File: src/verilog/dram_ctrl_pkg.sv
// shared constants for the dynamic ram controller core
package dram_ctrl_pkg;
    localparam int CLOCK_HZ = 25000000;
    localparam int CLOCK_PERIOD_NS = 40;
    // refresh interval, as a longest time, in nanoseconds
    localparam int REFRESH_INTERVAL_NS = 15600;
    localparam int REFRESH_INTERVAL_CYCLES = REFRESH_INTERVAL_NS / CLOCK_PERIOD_NS;
    localparam int ADDR_WIDTH = 8;
    localparam int ROW_COUNT_WIDTH = 8;
    localparam logic [7:0] ROW_COUNT_RESET = 8'h00;
    // strobe phases in whole clock periods
    localparam int ROW_HOLD_CYCLES = 1;
    localparam int ROW_TO_COL_CYCLES = 2;
    localparam int COL_STROBE_CYCLES = 5;
    localparam int PRECHARGE_CYCLES = 4;
    localparam int REFRESH_SETUP_CYCLES = 1;
    localparam int REFRESH_STROBE_CYCLES = 6;
    localparam int PHASE_COUNT_WIDTH = 4;
    localparam int REFRESH_COUNT_WIDTH = 9;
    localparam logic [1:0] MUX_ROW = 2'h0;
    localparam logic [1:0] MUX_COL = 2'h1;
    localparam logic [1:0] MUX_REFRESH = 2'h2;
endpackage

File: src/verilog/dram_refresh_test_addr_mux.sv
// dynamic ram controller core: address multiplexing, refresh and test cycle
// Summary of operation
// - read, write and chip select together request a test cycle
// - a test cycle clears the refresh row counter then writes
// - an 8-bit selector picks row, column or refresh address
// - the refresh row counter is 8 bits wide
// - all 256 rows are refreshed within every 4 ms
// - refresh drives bit 7 of the row only in large-ram mode; otherwise bit 7 is held low
// - an internal refresh is requested every 15.6 us and starts once the current cycle ends
// - every strobe and address timing is a whole count of clocks
// - density select low gives two-bank large-ram mode
// - when idle the low-half address passes straight out as row
// - bank selects latched while idle pick the row strobe; host holds them until the cycle starts
`timescale 1ns/1ps
module dram_refresh_test_addr_mux
    import dram_ctrl_pkg::*;
(
    input wire logic clock,
    input wire logic resetn,
    input wire logic read_req_n,
    input wire logic write_req_n,
    input wire logic port_chip_select_n,
    input wire logic [6:0] low_half_addr_in,
    input wire logic [6:0] high_half_addr_in,
    input wire logic low_half_addr_bit7_in,
    input wire logic high_half_addr_bit7_in,
    input wire logic [1:0] bank_select_in,
    input wire logic bank_select_bit0,
    input wire logic ram_density_select,
    output logic [6:0] ram_addr_out,
    output logic ram_addr_out_bit7,
    output logic [3:0] row_strobe_n,
    output logic col_strobe_n,
    output logic ram_write_n,
    output logic cycle_ack
);
    typedef enum logic [2:0] {
        IDLE, ACCESS_ROW, ACCESS_COL, REFRESH_SETUP, REFRESH_STROBE, PRECHARGE
    } state_t;

    // synchronisers for the read, write, chip select and density pin inputs
    logic [1:0] rd_sync_q, wr_sync_q, cs_sync_q, dens_sync_q;
    always_ff @(posedge clock or negedge resetn) begin
        if (!resetn) begin
            rd_sync_q <= 2'h3;
            wr_sync_q <= 2'h3;
            cs_sync_q <= 2'h3;
            dens_sync_q <= 2'h3;
        end else begin
            rd_sync_q <= {rd_sync_q[0], read_req_n};
            wr_sync_q <= {wr_sync_q[0], write_req_n};
            cs_sync_q <= {cs_sync_q[0], port_chip_select_n};
            dens_sync_q <= {dens_sync_q[0], ram_density_select};
        end
    end
    wire logic rd_act = !rd_sync_q[1];
    wire logic wr_act = !wr_sync_q[1];
    wire logic cs_act = !cs_sync_q[1];
    wire logic large_mode = !dens_sync_q[1];
    // all three strobes together mean a test cycle, never a plain write
    wire logic test_req = rd_act && wr_act && cs_act;
    wire logic mem_req = cs_act && (rd_act || wr_act);

    // address paths pass straight through; the ram samples them only under strobes
    wire logic [ADDR_WIDTH-1:0] row_addr =
        {large_mode ? low_half_addr_bit7_in : 1'b0, low_half_addr_in};
    wire logic [ADDR_WIDTH-1:0] col_addr =
        {large_mode ? high_half_addr_bit7_in : 1'b0, high_half_addr_in};
    // bank decode is latched into bank_q while idle, so the host need hold it only until the cycle starts
    wire logic [1:0] bank = large_mode ? {1'b0, bank_select_bit0} : bank_select_in;

    state_t state_q, state_d;
    logic [PHASE_COUNT_WIDTH-1:0] phase_q, phase_d;
    logic [ROW_COUNT_WIDTH-1:0] refresh_row_q, refresh_row_d;
    logic [REFRESH_COUNT_WIDTH-1:0] interval_q;
    logic refresh_due_q;
    logic test_q, test_d;
    logic write_q, write_d;
    logic acc_q, acc_d;
    logic [1:0] bank_q, bank_d;

    wire logic interval_done = (interval_q == REFRESH_COUNT_WIDTH'(REFRESH_INTERVAL_CYCLES - 1));
    wire logic refresh_taken = (state_q == REFRESH_SETUP);
    wire logic [PHASE_COUNT_WIDTH-1:0] phase_inc = phase_q + 4'h1;
    wire logic phase_end_row =
        (phase_q == PHASE_COUNT_WIDTH'(ROW_HOLD_CYCLES + ROW_TO_COL_CYCLES - 1));
    wire logic phase_end_col = (phase_q == PHASE_COUNT_WIDTH'(COL_STROBE_CYCLES - 1));
    wire logic phase_end_rsu = (phase_q == PHASE_COUNT_WIDTH'(REFRESH_SETUP_CYCLES - 1));
    wire logic phase_end_rfs = (phase_q == PHASE_COUNT_WIDTH'(REFRESH_STROBE_CYCLES - 1));
    wire logic phase_end_pre = (phase_q == PHASE_COUNT_WIDTH'(PRECHARGE_CYCLES - 1));
    // only a held host access waits here; refresh and test cycles leave on their own
    wire logic pre_exit = phase_end_pre && (!acc_q || test_q || !(rd_act || wr_act));
    // a refresh stays pending past the interval only if the host holds an access in PRECHARGE
    wire logic mux_sel_col = (state_q == ACCESS_COL);
    wire logic mux_sel_ref = (state_q == REFRESH_SETUP) || (state_q == REFRESH_STROBE);
    wire logic [1:0] mux_sel = mux_sel_ref ? MUX_REFRESH : (mux_sel_col ? MUX_COL : MUX_ROW);
    wire logic [ADDR_WIDTH-1:0] mux_out;

    addr_select u_addr_select (
        .sel(mux_sel),
        .row_addr(row_addr),
        .col_addr(col_addr),
        .refresh_addr(refresh_row_q),
        .addr_out(mux_out)
    );

    // interval timer: one refresh per 15.6 us keeps 256 rows inside 4 ms
    always_ff @(posedge clock or negedge resetn) begin
        if (!resetn) begin
            interval_q <= '0;
            refresh_due_q <= 1'b0;
        end else begin
            interval_q <= interval_done ? '0 : interval_q + 9'h001;
            // a new tick wins over the take of the previous one
            refresh_due_q <= interval_done || (refresh_due_q && !refresh_taken);
        end
    end

    always_comb begin
        state_d = state_q;
        phase_d = phase_inc;
        refresh_row_d = refresh_row_q;
        test_d = test_q;
        write_d = write_q;
        acc_d = acc_q;
        bank_d = bank;
        unique case (state_q)
            IDLE: begin
                phase_d = '0;
                if (refresh_due_q) begin
                    state_d = REFRESH_SETUP;
                end else if (test_req) begin
                    refresh_row_d = ROW_COUNT_RESET;
                    test_d = 1'b1;
                    acc_d = 1'b1;
                    write_d = 1'b1;
                    state_d = ACCESS_ROW;
                end else if (mem_req) begin
                    write_d = wr_act;
                    acc_d = 1'b1;
                    state_d = ACCESS_ROW;
                end
            end
            ACCESS_ROW: if (phase_end_row) begin
                phase_d = '0;
                state_d = ACCESS_COL;
            end
            ACCESS_COL: if (phase_end_col) begin
                phase_d = '0;
                state_d = PRECHARGE;
            end
            REFRESH_SETUP: if (phase_end_rsu) begin
                phase_d = '0;
                state_d = REFRESH_STROBE;
            end
            REFRESH_STROBE: if (phase_end_rfs) begin
                phase_d = '0;
                refresh_row_d = refresh_row_q + 8'h01;
                state_d = PRECHARGE;
            end
            PRECHARGE: if (pre_exit) begin
                phase_d = '0;
                test_d = 1'b0;
                acc_d = 1'b0;
                state_d = IDLE;
            end else if (phase_end_pre) begin
                phase_d = phase_q;
            end
        endcase
    end

    wire logic in_access = (state_q == ACCESS_ROW) || (state_q == ACCESS_COL);
    wire logic ras_hold = in_access || (state_q == REFRESH_STROBE);
    wire logic [3:0] ras_d;
    genvar b;
    generate
        for (b = 0; b < 4; b++) begin : g_ras
            assign ras_d[b] = !(ras_hold && (mux_sel_ref || bank_q == 2'(b)));
        end
    endgenerate
    wire logic col_active_next = (state_d == ACCESS_COL);

    always_ff @(posedge clock or negedge resetn) begin
        if (!resetn) begin
            state_q <= IDLE;
            phase_q <= '0;
            refresh_row_q <= ROW_COUNT_RESET;
            test_q <= 1'b0;
            write_q <= 1'b0;
            acc_q <= 1'b0;
            bank_q <= 2'h0;
        end else begin
            state_q <= state_d;
            phase_q <= phase_d;
            refresh_row_q <= refresh_row_d;
            test_q <= test_d;
            write_q <= write_d;
            acc_q <= acc_d;
            bank_q <= (state_q == IDLE) ? bank_d : bank_q;
        end
    end

    // registered outputs
    always_ff @(posedge clock or negedge resetn) begin
        if (!resetn) begin
            ram_addr_out <= 7'h00;
            ram_addr_out_bit7 <= 1'b0;
            row_strobe_n <= 4'hF;
            col_strobe_n <= 1'b1;
            ram_write_n <= 1'b1;
            cycle_ack <= 1'b0;
        end else begin
            ram_addr_out <= mux_out[6:0];
            ram_addr_out_bit7 <= large_mode ? mux_out[7] : 1'b0;
            row_strobe_n <= ras_d;
            col_strobe_n <= !(col_active_next && phase_d >= PHASE_COUNT_WIDTH'(ROW_HOLD_CYCLES));
            ram_write_n <= !(in_access && write_q);
            cycle_ack <= (state_q == PRECHARGE) && acc_q && !test_q && (state_d == PRECHARGE);
        end
    end
endmodule

File: src/verilog/addr_select.sv
// three-input address selector for the ram address outputs
`timescale 1ns/1ps
module addr_select
    import dram_ctrl_pkg::*;
(
    input wire logic [1:0] sel,
    input wire logic [ADDR_WIDTH-1:0] row_addr,
    input wire logic [ADDR_WIDTH-1:0] col_addr,
    input wire logic [ADDR_WIDTH-1:0] refresh_addr,
    output logic [ADDR_WIDTH-1:0] addr_out
);
    wire logic pick_col = (sel == MUX_COL);
    wire logic pick_refresh = (sel == MUX_REFRESH);
    assign addr_out = pick_refresh ? refresh_addr : (pick_col ? col_addr : row_addr);
endmodule

File: config.mk
export PLATFORM = sky130hd
export DESIGN_NAME = dram_refresh_test_addr_mux
export DESIGN_NICKNAME = d
export VERILOG_FILES = /design/src/verilog/dram_ctrl_pkg.sv /design/src/verilog/dram_refresh_test_addr_mux.sv /design/src/verilog/addr_select.sv
export SDC_FILE = /design/constraint.sdc
export NUM_CORES = 1
export LEC_CHECK = 0
export ABC_AREA = 1
export BUFFER_PORTS_ARGS = -buffer_cell sky130_fd_sc_hd__buf_4
export CORE_ASPECT_RATIO = 0.8
export CORE_MARGIN = 3
export CORE_UTILIZATION = 46
export CTS_CLUSTER_DIAMETER = 30
export DETAILED_ROUTE_END_ITERATION = 12
export GPL_ROUTABILITY_DRIVEN = 0
export PLACE_DENSITY = 0.66
export SYNTH_ARGS = -nofsm -noshare
export SYNTH_HDL_FRONTEND = slang
export SYNTH_HIERARCHICAL = 1
export SYNTH_SLANG_ARGS = --single-unit
File: constraint.sdc
create_clock -name clock -period 1.9 [get_ports clock]
set_input_delay 0.38 -clock clock [delete_from_list [all_inputs] [get_ports clock]]
set_output_delay 0.38 -clock clock [all_outputs]
set_load 0.05 [all_outputs]
After elaboration in Yosys (flattened, before gate mapping)

Index checks and enable logic that the tools add are counted.

Bitwise logic cells: 1
Reduce and logical (&&, ||, !) cells: 48
Magnitude comparators: 1
Add/subtract/negate cells: 3
Mux-type cells: 39
Eq/ne operators: 22

Operators with widths:

| operator                                            | count |
|---|---|
| two-way mux 8 bit                                   | 5 |
| two-way mux 3 bit                                   | 8 |
| two-way mux 4 bit                                   | 6 |
| one-hot mux 4 bit (6 select lines)                  | 1 |
| one-hot mux 3 bit (6 select lines)                  | 1 |
| one-hot mux 8 bit (2 select lines)                  | 1 |
| logical AND 1 bit                                   | 14 |
| logical NOT 1 bit                                   | 13 |
| two-way mux 1 bit                                   | 12 |
| AND reduction 4 bit                                 | 3 |
| logical OR 1 bit                                    | 11 |
| adder 9 x 1 -> 9 bit, second input constant         | 1 |
| equality test 3 x 2 -> 1 bit, second input constant | 3 |
| equality test 3 bit, second input constant          | 3 |
| equality test 9 bit, second input constant          | 1 |
| two-way mux 9 bit                                   | 1 |
| adder 8 x 1 -> 8 bit, second input constant         | 1 |
| equality test 4 x 2 -> 1 bit, second input constant | 2 |
| equality test 4 x 3 -> 1 bit, second input constant | 2 |
| inequality test 2 bit, second input constant        | 4 |
| equality test 2 bit, second input constant          | 3 |
| nonzero test 2 bit                                  | 3 |
| adder 4 x 1 -> 4 bit, second input constant         | 1 |
| equality test 2 x 1 -> 1 bit, second input constant | 2 |
| other kinds (10)                                    | 12 |

Output and inout bits: 15
Flip-flop bits (word level): 53
Bits of input ports: 25

Depth between registers and ports, before layout

Gate-level depths: netlist of the first run.

Word-level depth: 10
Mapped depth: 12
Depth with buffers taken out: 12

Hierarchy

The synthesis of the first run kept the hierarchy.

By module, submodules not included:

| module                     | times used | cells an instance | seq. area each (µm²) | area each (µm²) |
|---|---|---|---|---|
| dram_refresh_test_addr_mux | 1          | 285               | 1343.8               | 2481.1 |
| addr_select                | 1          | 62                | 0.0                  | 277.8 |

Least setup slack after synthesis of the first run

Ideal clock, no wire load.

Kind: register to register
Start point: reg state_q[0]
End point: reg ram_addr_out_bit7
Required time: 1829 ps
Slack: 404 ps
Path buffers: 0
Arrival time: 1425 ps
Stages on the path, launching flop included: 13
Path through: dfrtp_1 nor2_4 nand2_4 inv_1 nor2_1 inv_1 inv_2 nand2_4 nand2_1 nand3_1 nand2_1 inv_1 nor2_1

Longest elaborated chain between the ends: 7
Elaborated cells between the ends (all ways): 11

Ends and longest elaborated chain:

| element                                                             | line                              | text |
|---|---|---|
| start: declaration                                                  | dram_refresh_test_addr_mux.sv:72  | `state_t state_q, state_d;` |
| start signal: assignment                                            | dram_refresh_test_addr_mux.sv:193 | `state_q <= state_d;` |
| equality test 3 x 2 -> 1 bit or equality test 3 bit (tied branches) | dram_refresh_test_addr_mux.sv:95  | `wire logic mux_sel_ref = (state_q == REFRESH_SETUP) \|\| (state_q == REFRESH_STROBE);` |
| logical OR 1 bit (*)                                                | dram_refresh_test_addr_mux.sv:95  |  |
| two-way mux 2 bit (*)                                               | dram_refresh_test_addr_mux.sv:96  | `wire logic [1:0] mux_sel = mux_sel_ref ? MUX_REFRESH : (mux_sel_col ? MUX_COL : MUX_ROW);` |
| named net mux_sel[1]                                                | dram_refresh_test_addr_mux.sv:96  |  |
| equality test 2 x 1 -> 1 bit                                        | addr_select.sv:12                 | `wire logic pick_col = (sel == MUX_COL);` |
| two-way mux 8 bit                                                   | addr_select.sv:14                 | `assign addr_out = pick_refresh ? refresh_addr : (pick_col ? col_addr : row_addr);` |
| two-way mux 8 bit (*)                                               | addr_select.sv:14                 |  |
| named net mux_out[7]                                                | dram_refresh_test_addr_mux.sv:97  | `wire logic [ADDR_WIDTH-1:0] mux_out;` |
| two-way mux 1 bit (*)                                               | dram_refresh_test_addr_mux.sv:214 | `ram_addr_out_bit7 <= large_mode ? mux_out[7] : 1'b0;` |
| end signal: assignment                                              | dram_refresh_test_addr_mux.sv:214 |  |
| end: declaration                                                    | dram_refresh_test_addr_mux.sv:31  | `output logic ram_addr_out_bit7,` |

The timed path passes the listed nets; every way through them passes the cells marked *.
A chain may end at the register's enable or synchronous reset.

Final worst setup path of the first run

Start point: reg phase_q[0]
End point: reg col_strobe_n

Longest elaborated chain between the ends: 7
Elaborated cells between the ends (all ways): 24

Ends and longest elaborated chain:

| element                                                                                    | line                                                                 | text |
|---|---|---|
| start: declaration                                                                         | dram_refresh_test_addr_mux.sv:73                                     | `logic [PHASE_COUNT_WIDTH-1:0] phase_q, phase_d;` |
| start signal: assignment                                                                   | dram_refresh_test_addr_mux.sv:194                                    | `phase_q <= phase_d;` |
| adder 4 x 1 -> 4 bit or equality test 4 x 2 -> 1 bit (tied branches)                       | dram_refresh_test_addr_mux.sv:84, dram_refresh_test_addr_mux.sv:90   |  |
| two-way mux 4 bit or logical AND 1 bit (tied branches)                                     | dram_refresh_test_addr_mux.sv:166, dram_refresh_test_addr_mux.sv:92  |  |
| two-way mux 4 bit or two-way mux 3 bit (tied branches)                                     | dram_refresh_test_addr_mux.sv:161                                    | `PRECHARGE: if (pre_exit) begin` |
| one-hot mux 4 bit (6 select lines) or one-hot mux 3 bit (6 select lines) (tied branches)   | dram_refresh_test_addr_mux.sv:127                                    | `unique case (state_q)` |
| greater-or-equal comparator 4 x 1 -> 1 bit or equality test 3 x 2 -> 1 bit (tied branches) | dram_refresh_test_addr_mux.sv:216, dram_refresh_test_addr_mux.sv:181 |  |
| logical AND 1 bit (*)                                                                      | dram_refresh_test_addr_mux.sv:216                                    | `col_strobe_n <= !(col_active_next && phase_d >= PHASE_COUNT_WIDTH'(ROW_HOLD_CYCLES));` |
| logical NOT 1 bit (*)                                                                      | dram_refresh_test_addr_mux.sv:216                                    |  |
| end signal: assignment                                                                     | dram_refresh_test_addr_mux.sv:216                                    |  |
| end: declaration                                                                           | dram_refresh_test_addr_mux.sv:33                                     | `output logic col_strobe_n,` |

Every way passes the cells marked *; elsewhere a longest branch is shown, timed or not.

==> results.py, run 1 <==
metrics = {
    "place": {
        "dp_hpwl_um": 4380,
        "portBuffers": 39,
    },
    "grt": {
        "grt_use_total": 0.185,
        "antenna_found_initial": 0,
        "grt_pass1_vias": 2173,
        "grt_max_degree": 54,
        "grt_overflow_total": 0,
        "grt_pass1_wl_um": 10100,
    },
    "clock_network": {
        "cts_tree": "done",
        "cts_max_level": 2,
        "ctsLongestPathBuffers": 2,
        "clock_latency_ps": 310,
        "cts_made_buffers": 5,
        "cts_hold_buf": 0,
        "clock_sinks": 53,
        "clk_pin_slew_ps": 90,
        "root_buffer": "clkbuf_8",
    },
    "synth": {
        "yosysTopAreaCell": "dfrtp_1",
        "synth-main-ff-cell": "dfrtp_1",
        "synthMuxAreaShare": 0,
        "synth_warnings": 6,
        "synth_nets": 379,
        "synth.avg_cell_area_um2": 7.95,
        "synth.top_cell.area_share": 0.354,
        "synth_common_cells": "nand2_1, inv_1, nand3_1",
        "synth_most_common_cell": "nand2_1",
        "netlist_area_mm2": 0.00276,
        "synth_enable_flop_cells": 0,
        "async_flop_share": 1.00,
        "synth-simple-area-share": 0.322,
        "synthAdderAreaFrac": 0.0317,
        "synth_top_family_by_area": "simple AND/OR/NAND/NOR gates",
        "ys_ff_latch": 53,
        "ys_top_cells_by_area": "dfrtp_1, dfstp_2, nand2_1, inv_1, nand3_1",
        "yosysSeqAreaShare": 0.487,
        "synth_compound_area_frac": 0.0635,
        "syn_inst": 347,
        "synth_xor_area_frac": 0.00317,
        "synth.distinct_cells": 28,
    },
    "detailed_routing": {
        "wl_per_cell_um": 12.0,
        "met1_length_um": 2850,
        "dr.first_iter.drc_count": 119,
        "vias_per_cell": 4.86,
        "vias": 2292,
        "wl_met3_um": 355,
        "ant_nets": 0,
        "wl_met2_um": 2350,
        "drc": 0,
        "maxUsedRoutingLayer": "met4",
        "first_pass_iters": 4,
        "wirelength_um": 5670,
    },
    "setup_path": {
        "crit_family": "simple AND/OR/NAND/NOR gates",
        "crit_top_cell": "nor2_1",
        "r2r_cells": 10,
        "crit_arrival_ps": 1890,
        "critPathKind": "register to register",
        "critPathMaxStageDelay_ps": 440,
        "end_kind": "register",
        "worst-path-buf-inv": 1,
        "cp_cell_sequence": "inv_1 > ha_1 > nand3_1 > nor2_1 > nor2_1 > nand3_1 > nor2_1 > nand2_1 > nor2_1 > nand2_1",
        "crit_slowest_cell": "dfrtp_1",
        "rr_startpoint": "phase_q[0]",
        "startpoint_type": "register",
        "ff2ff_setup_slack_ps": 250,
        "r2r-end": "col_strobe_n",
        "crit_fanout": 6,
        "required_ps": 2130,
    },
    "pwr": {
        "peakVddDrop_mv": 0.725,
        "p_leak_nw": 1.64,
        "power_mw": 4.00,
        "cellPowerDensity_mw_per_mm2": 1230,
    },
    "timing": {
        "tns_ps": 0,
        "hold_viol": 0,
        "rsz0062_at_grt": "false",
        "finalSetupViolations": 0,
        "slew_headroom": 0.574,
        "period_share": 0.871,
        "finClkSkew_ps": 10.6,
        "drv_slew": 0,
        "fmax_ghz": 0.604,
        "min_period_ps": 1650,
        "worstMarginPinSlew_ps": 640,
    },
    "die": {
        "row_count": 24,
        "die_w_um": 92.6,
        "core_area_mm2": 0.00562,
        "start_util": 0.491,
        "die_y_um": 75.3,
        "io-pin-count": 40,
        "die_area_mm2": 0.00697,
    },
    "layout": {
        "final_nets": 425,
        "layout-drive-gt1-share": 0.226,
        "synthToLayoutAreaGrowth_pct": 17.5,
        "final_util": 0.577,
        "nFillCells": 508,
        "antenna_cells": 0,
    },
    "outcome": {
        "status": "completed",
    },
    "worst_hold_path": {
        "min_path_type": "input pin to asynchronous set/reset pin",
    },
    "job": {
        "maxCapViolations": 0,
    },
}
## how the worst max path moves through the flow
stage | start | endpoint | slack (ps) | cells past startpoint
2_1_floorplan | state_q[0] | ram_addr_out_bit7 | 400 | 12
3_3_place_gp | state_q[1] | ram_addr_out_bit7 | 250 | 12
3_5_place_dp | state_q[1] | ram_addr_out_bit7 | 160 | 12
4_1_cts | state_q[1] | ram_addr_out_bit7 | 150 | 12
5_1_grt | phase_q[0] | col_strobe_n | 50 | 11
6_report | phase_q[0] | col_strobe_n | 250 | 10
## sequential cells by signal (all words and copies together) (netlist names)
| register | flops |
|---|---|
| ram_write_n | 1 |
| test_q | 1 |
| acc_q | 1 |
| refresh_due_q | 1 |
| cs_sync_q | 2 |
| dens_sync_q | 2 |
| bank_q | 2 |
| ram_addr_out | 7 |
| row_strobe_n | 4 |
| rd_sync_q | 2 |
| wr_sync_q | 2 |
| phase_q | 4 |
| refresh_row_q | 8 |
| interval_q | 9 |
| ram_addr_out_bit7 | 1 |
| cycle_ack | 1 |
| write_q | 1 |
| state_q | 3 |
| col_strobe_n | 1 |
## layer usage
metal / up-vias / global-route usage
li1: 1190 / -
met1: 1021 / 0.262
met2: 73 / 0.275
met3: 8 / 0.0420
met4: 0 / 0.0807
met5: - / 0
## stage by stage
stage	instances	setup slack (ps)	hold slack [ps]	instance area (um2)
6_report	472	245	89.9	3240
4_1_cts	472	150	114	3240
3_5_place_dp	464	161	347	3150
2_1_floorplan	347	404	84.4	2760
3_3_place_gp	464	253	346	3150
5_1_grt	472	49.0	135	3240
## kinds of logic after synthesis
logic type               after synthesis
AO/OA/AOI/OAI                         33
XOR/XNOR                               1
adder cells (fa/ha/maj)                7
buffers and inverters                 65
flip-flops                            53
AND/OR/NAND/NOR                      188
## layout make-up
cell class                      instances  area [um2]  share of cell area
Multi-Input combinational cell        229        1160               0.359
Inverter                               64         243              0.0749
Sequential cell                        53        1350               0.415
Clock buffer                            8        90.1              0.0278
Tap cell                               78        97.6              0.0301
Timing Repair Buffer                   40         300              0.0927
## report_power, final
part / total (mW) / leakage [nW] / switching (mW) / internal, mW
clock: 0.639 / 0.0455 / 0.341 / 0.298
combinational: 1.79 / 0.953 / 1.25 / 0.539
sequential: 1.57 / 0.641 / 0.167 / 1.40
total: 4.00 / 1.64 / 1.76 / 2.24
## worst register-to-register path, delay by kind of cell (launching register included)
| kind | cells | cell delay (ps) |
|---|---|---|
| simple gates | 8 | 790 |
| flops | 1 | 440 |
| fa+ha+maj | 1 | 230 |
| buf+inv | 1 | 130 |
## repair_timing
item	in CTS	in global routing
setup buffers	0	0
endpoints found under the setup margin	0	1
resized for setup	0	3
## cell usage in the layout (no fill, tap or decap), drive strengths merged
master,n
nand2,87
inv,64
nand3,44
buf,40
dfrtp,39
nor2,37
o21ai,22
dfstp,14
a21oi,8
clkbuf,8
nor3,7
ha,7
nand4,6
nor4,2
nor3b,2
nand3b,2
or2,1
a31oi,1
o211ai,1
xor2,1
o31ai,1
Power figures use the tool's default switching activity.
==> run 2, diff against run 1 <==
Settings changed: CORE_ASPECT_RATIO 0.8 to 1.5.
==> results.py, run 2 (synthesis results as in run 1) <==
metrics = {
    "setup_path": {
        "startpoint_type": "register",
        "end_kind": "register",
        "crit_fanout": 9,
        "crit_arrival_ps": 1870,
        "required_ps": 2100,
        "critPathKind": "register to register",
    },
    "detailed_routing": {
        "first_pass_iters": 4,
        "dr.first_iter.drc_count": 108,
        "vias": 2338,
        "vias_per_cell": 5.02,
        "drc": 0,
        "wirelength_um": 5750,
        "ant_nets": 0,
        "wl_per_cell_um": 12.3,
    },
    "timing": {
        "finalSetupViolations": 0,
        "min_period_ps": 1660,
        "period_share": 0.875,
        "fmax_ghz": 0.601,
        "slew_headroom": 0.563,
        "tns_ps": 0,
        "hold_viol": 0,
        "rsz0062_at_grt": "false",
        "postLayoutSetupSlackWorst_ps": 237,
        "holdWs_ps": 101,
        "worstMarginPinSlew_ps": 655,
        "finClkSkew_ps": 5.95,
        "drv_slew": 0,
    },
    "place": {
        "pre_cts_slack_ps": 222,
        "dp_hpwl_um": 4440,
        "portBuffers": 39,
        "place_inst": 458,
    },
    "die": {
        "die_y_um": 101,
        "core_area_mm2": 0.00562,
        "die_area_mm2": 0.00698,
        "row_count": 33,
        "start_util": 0.491,
        "die_w_um": 69.2,
        "io-pin-count": 40,
    },
    "layout": {
        "layout_common_cells": "nand2_1, inv_1, nand3_1, buf_4, dfrtp_1",
        "final_common_cell": "nand2_1",
        "final_nets": 427,
        "layout-drive-gt1-share": 0.230,
        "largest_reg_flops": 9,
        "stdcell_count": 466,
        "antenna_cells": 0,
        "synthToLayoutAreaGrowth_pct": 18.1,
        "reg_top3": "interval_q: 9 flops, refresh_row_q: 8 flops, ram_addr_out: 7 flops",
        "top_register": "interval_q",
    },
    "clock_network": {
        "cts_hold_buf": 0,
        "clock_sinks": 53,
        "ctsLongestPathBuffers": 2,
        "cts_tree": "done",
        "cts_max_level": 2,
        "post_cts_buffers": 0,
        "clk_pin_slew_ps": 100,
        "cts_made_buffers": 5,
        "clock_latency_ps": 310,
        "cts_resized": 0,
        "root_buffer": "clkbuf_8",
    },
    "grt": {
        "grt_max_degree": 54,
        "grt_use_total": 0.173,
        "grt_pass1_wl_um": 9870,
        "antenna_found_initial": 0,
        "grt_overflow_total": 0,
        "grt_pass1_vias": 2297,
    },
    "pwr": {
        "peakVddDrop_mv": 0.689,
        "p_leak_nw": 1.66,
        "cellPowerDensity_mw_per_mm2": 1260,
    },
    "job": {
        "maxCapViolations": 0,
    },
    "outcome": {
        "status": "completed",
    },
    "worst_hold_path": {
        "min_path_type": "input pin to asynchronous set/reset pin",
    },
}
==> run 2: power breakdown <==
group	internal (mW)	total, mW	switching (mW)
sequential	1.40	1.57	0.167
clock	0.346	0.728	0.382
combinational	0.551	1.81	1.26
total	2.30	4.11	1.81
==> run 2: layout make-up <==
class                           count  area [um2]
Multi-Input combinational cell    229        1160
Sequential cell                    53        1350
Inverter                           64         243
Timing Repair Buffer               42         315
Clock inverter                      1        8.76
Tap cell                           70        87.6
Fill cell                         532        2360
Clock buffer                        7        97.6
==> run 2: worst max-delay path, cell delays in order (launching register included) <==
cell     delay (ps)
dfrtp_2         470
nor2_4          160
nand2_4          90
inv_1           150
nor2_1           90
inv_1           130
inv_2           110
nand2_4         120
nand2_1          60
nand3_1          60
nand2_1          50
inv_1            40
nor2_1           30
==> run 2: per-stage QoR <==
| step | util | area, um2 | total power, mW |
|---|---|---|---|
| global placement | 0.561 | 3150 | 3.39 |
| floorplan | - | 2760 | 2.88 |
| detailed placement | 0.561 | 3150 | 3.41 |
| global route | 0.580 | 3260 | 4.39 |
| CTS | 0.580 | 3260 | 4.13 |
| finish | 0.580 | 3260 | 4.11 |
==> run 2: routing by layer <==
| metal | vias up | GRT usage | wire, um |
|---|---|---|---|
| met3 | 11 | 0.0359 | 248 |
| met5 | - | 0 | 0 |
| met4 | 0 | 0.0632 | 108 |
| li1 | 1202 | - | - |
| met2 | 60 | 0.332 | 3090 |
| met1 | 1065 | 0.185 | 2300 |
==> run 2: path summary, 6_finish.rpt <==
check                                        start                end  slack, ps  depth (start not counted)
worst min register to register        cs_sync_q[0]       cs_sync_q[1]        360                          0
worst max register to register          state_q[1]  ram_addr_out_bit7        240                         12
worst max-delay path                    state_q[1]  ram_addr_out_bit7        240                         12
min in group clock              port_chip_select_n       cs_sync_q[0]        170                          1
worst min-delay path                        resetn      interval_q[2]        100                          1
max in group asynchronous                   resetn         state_q[0]       1340                          1
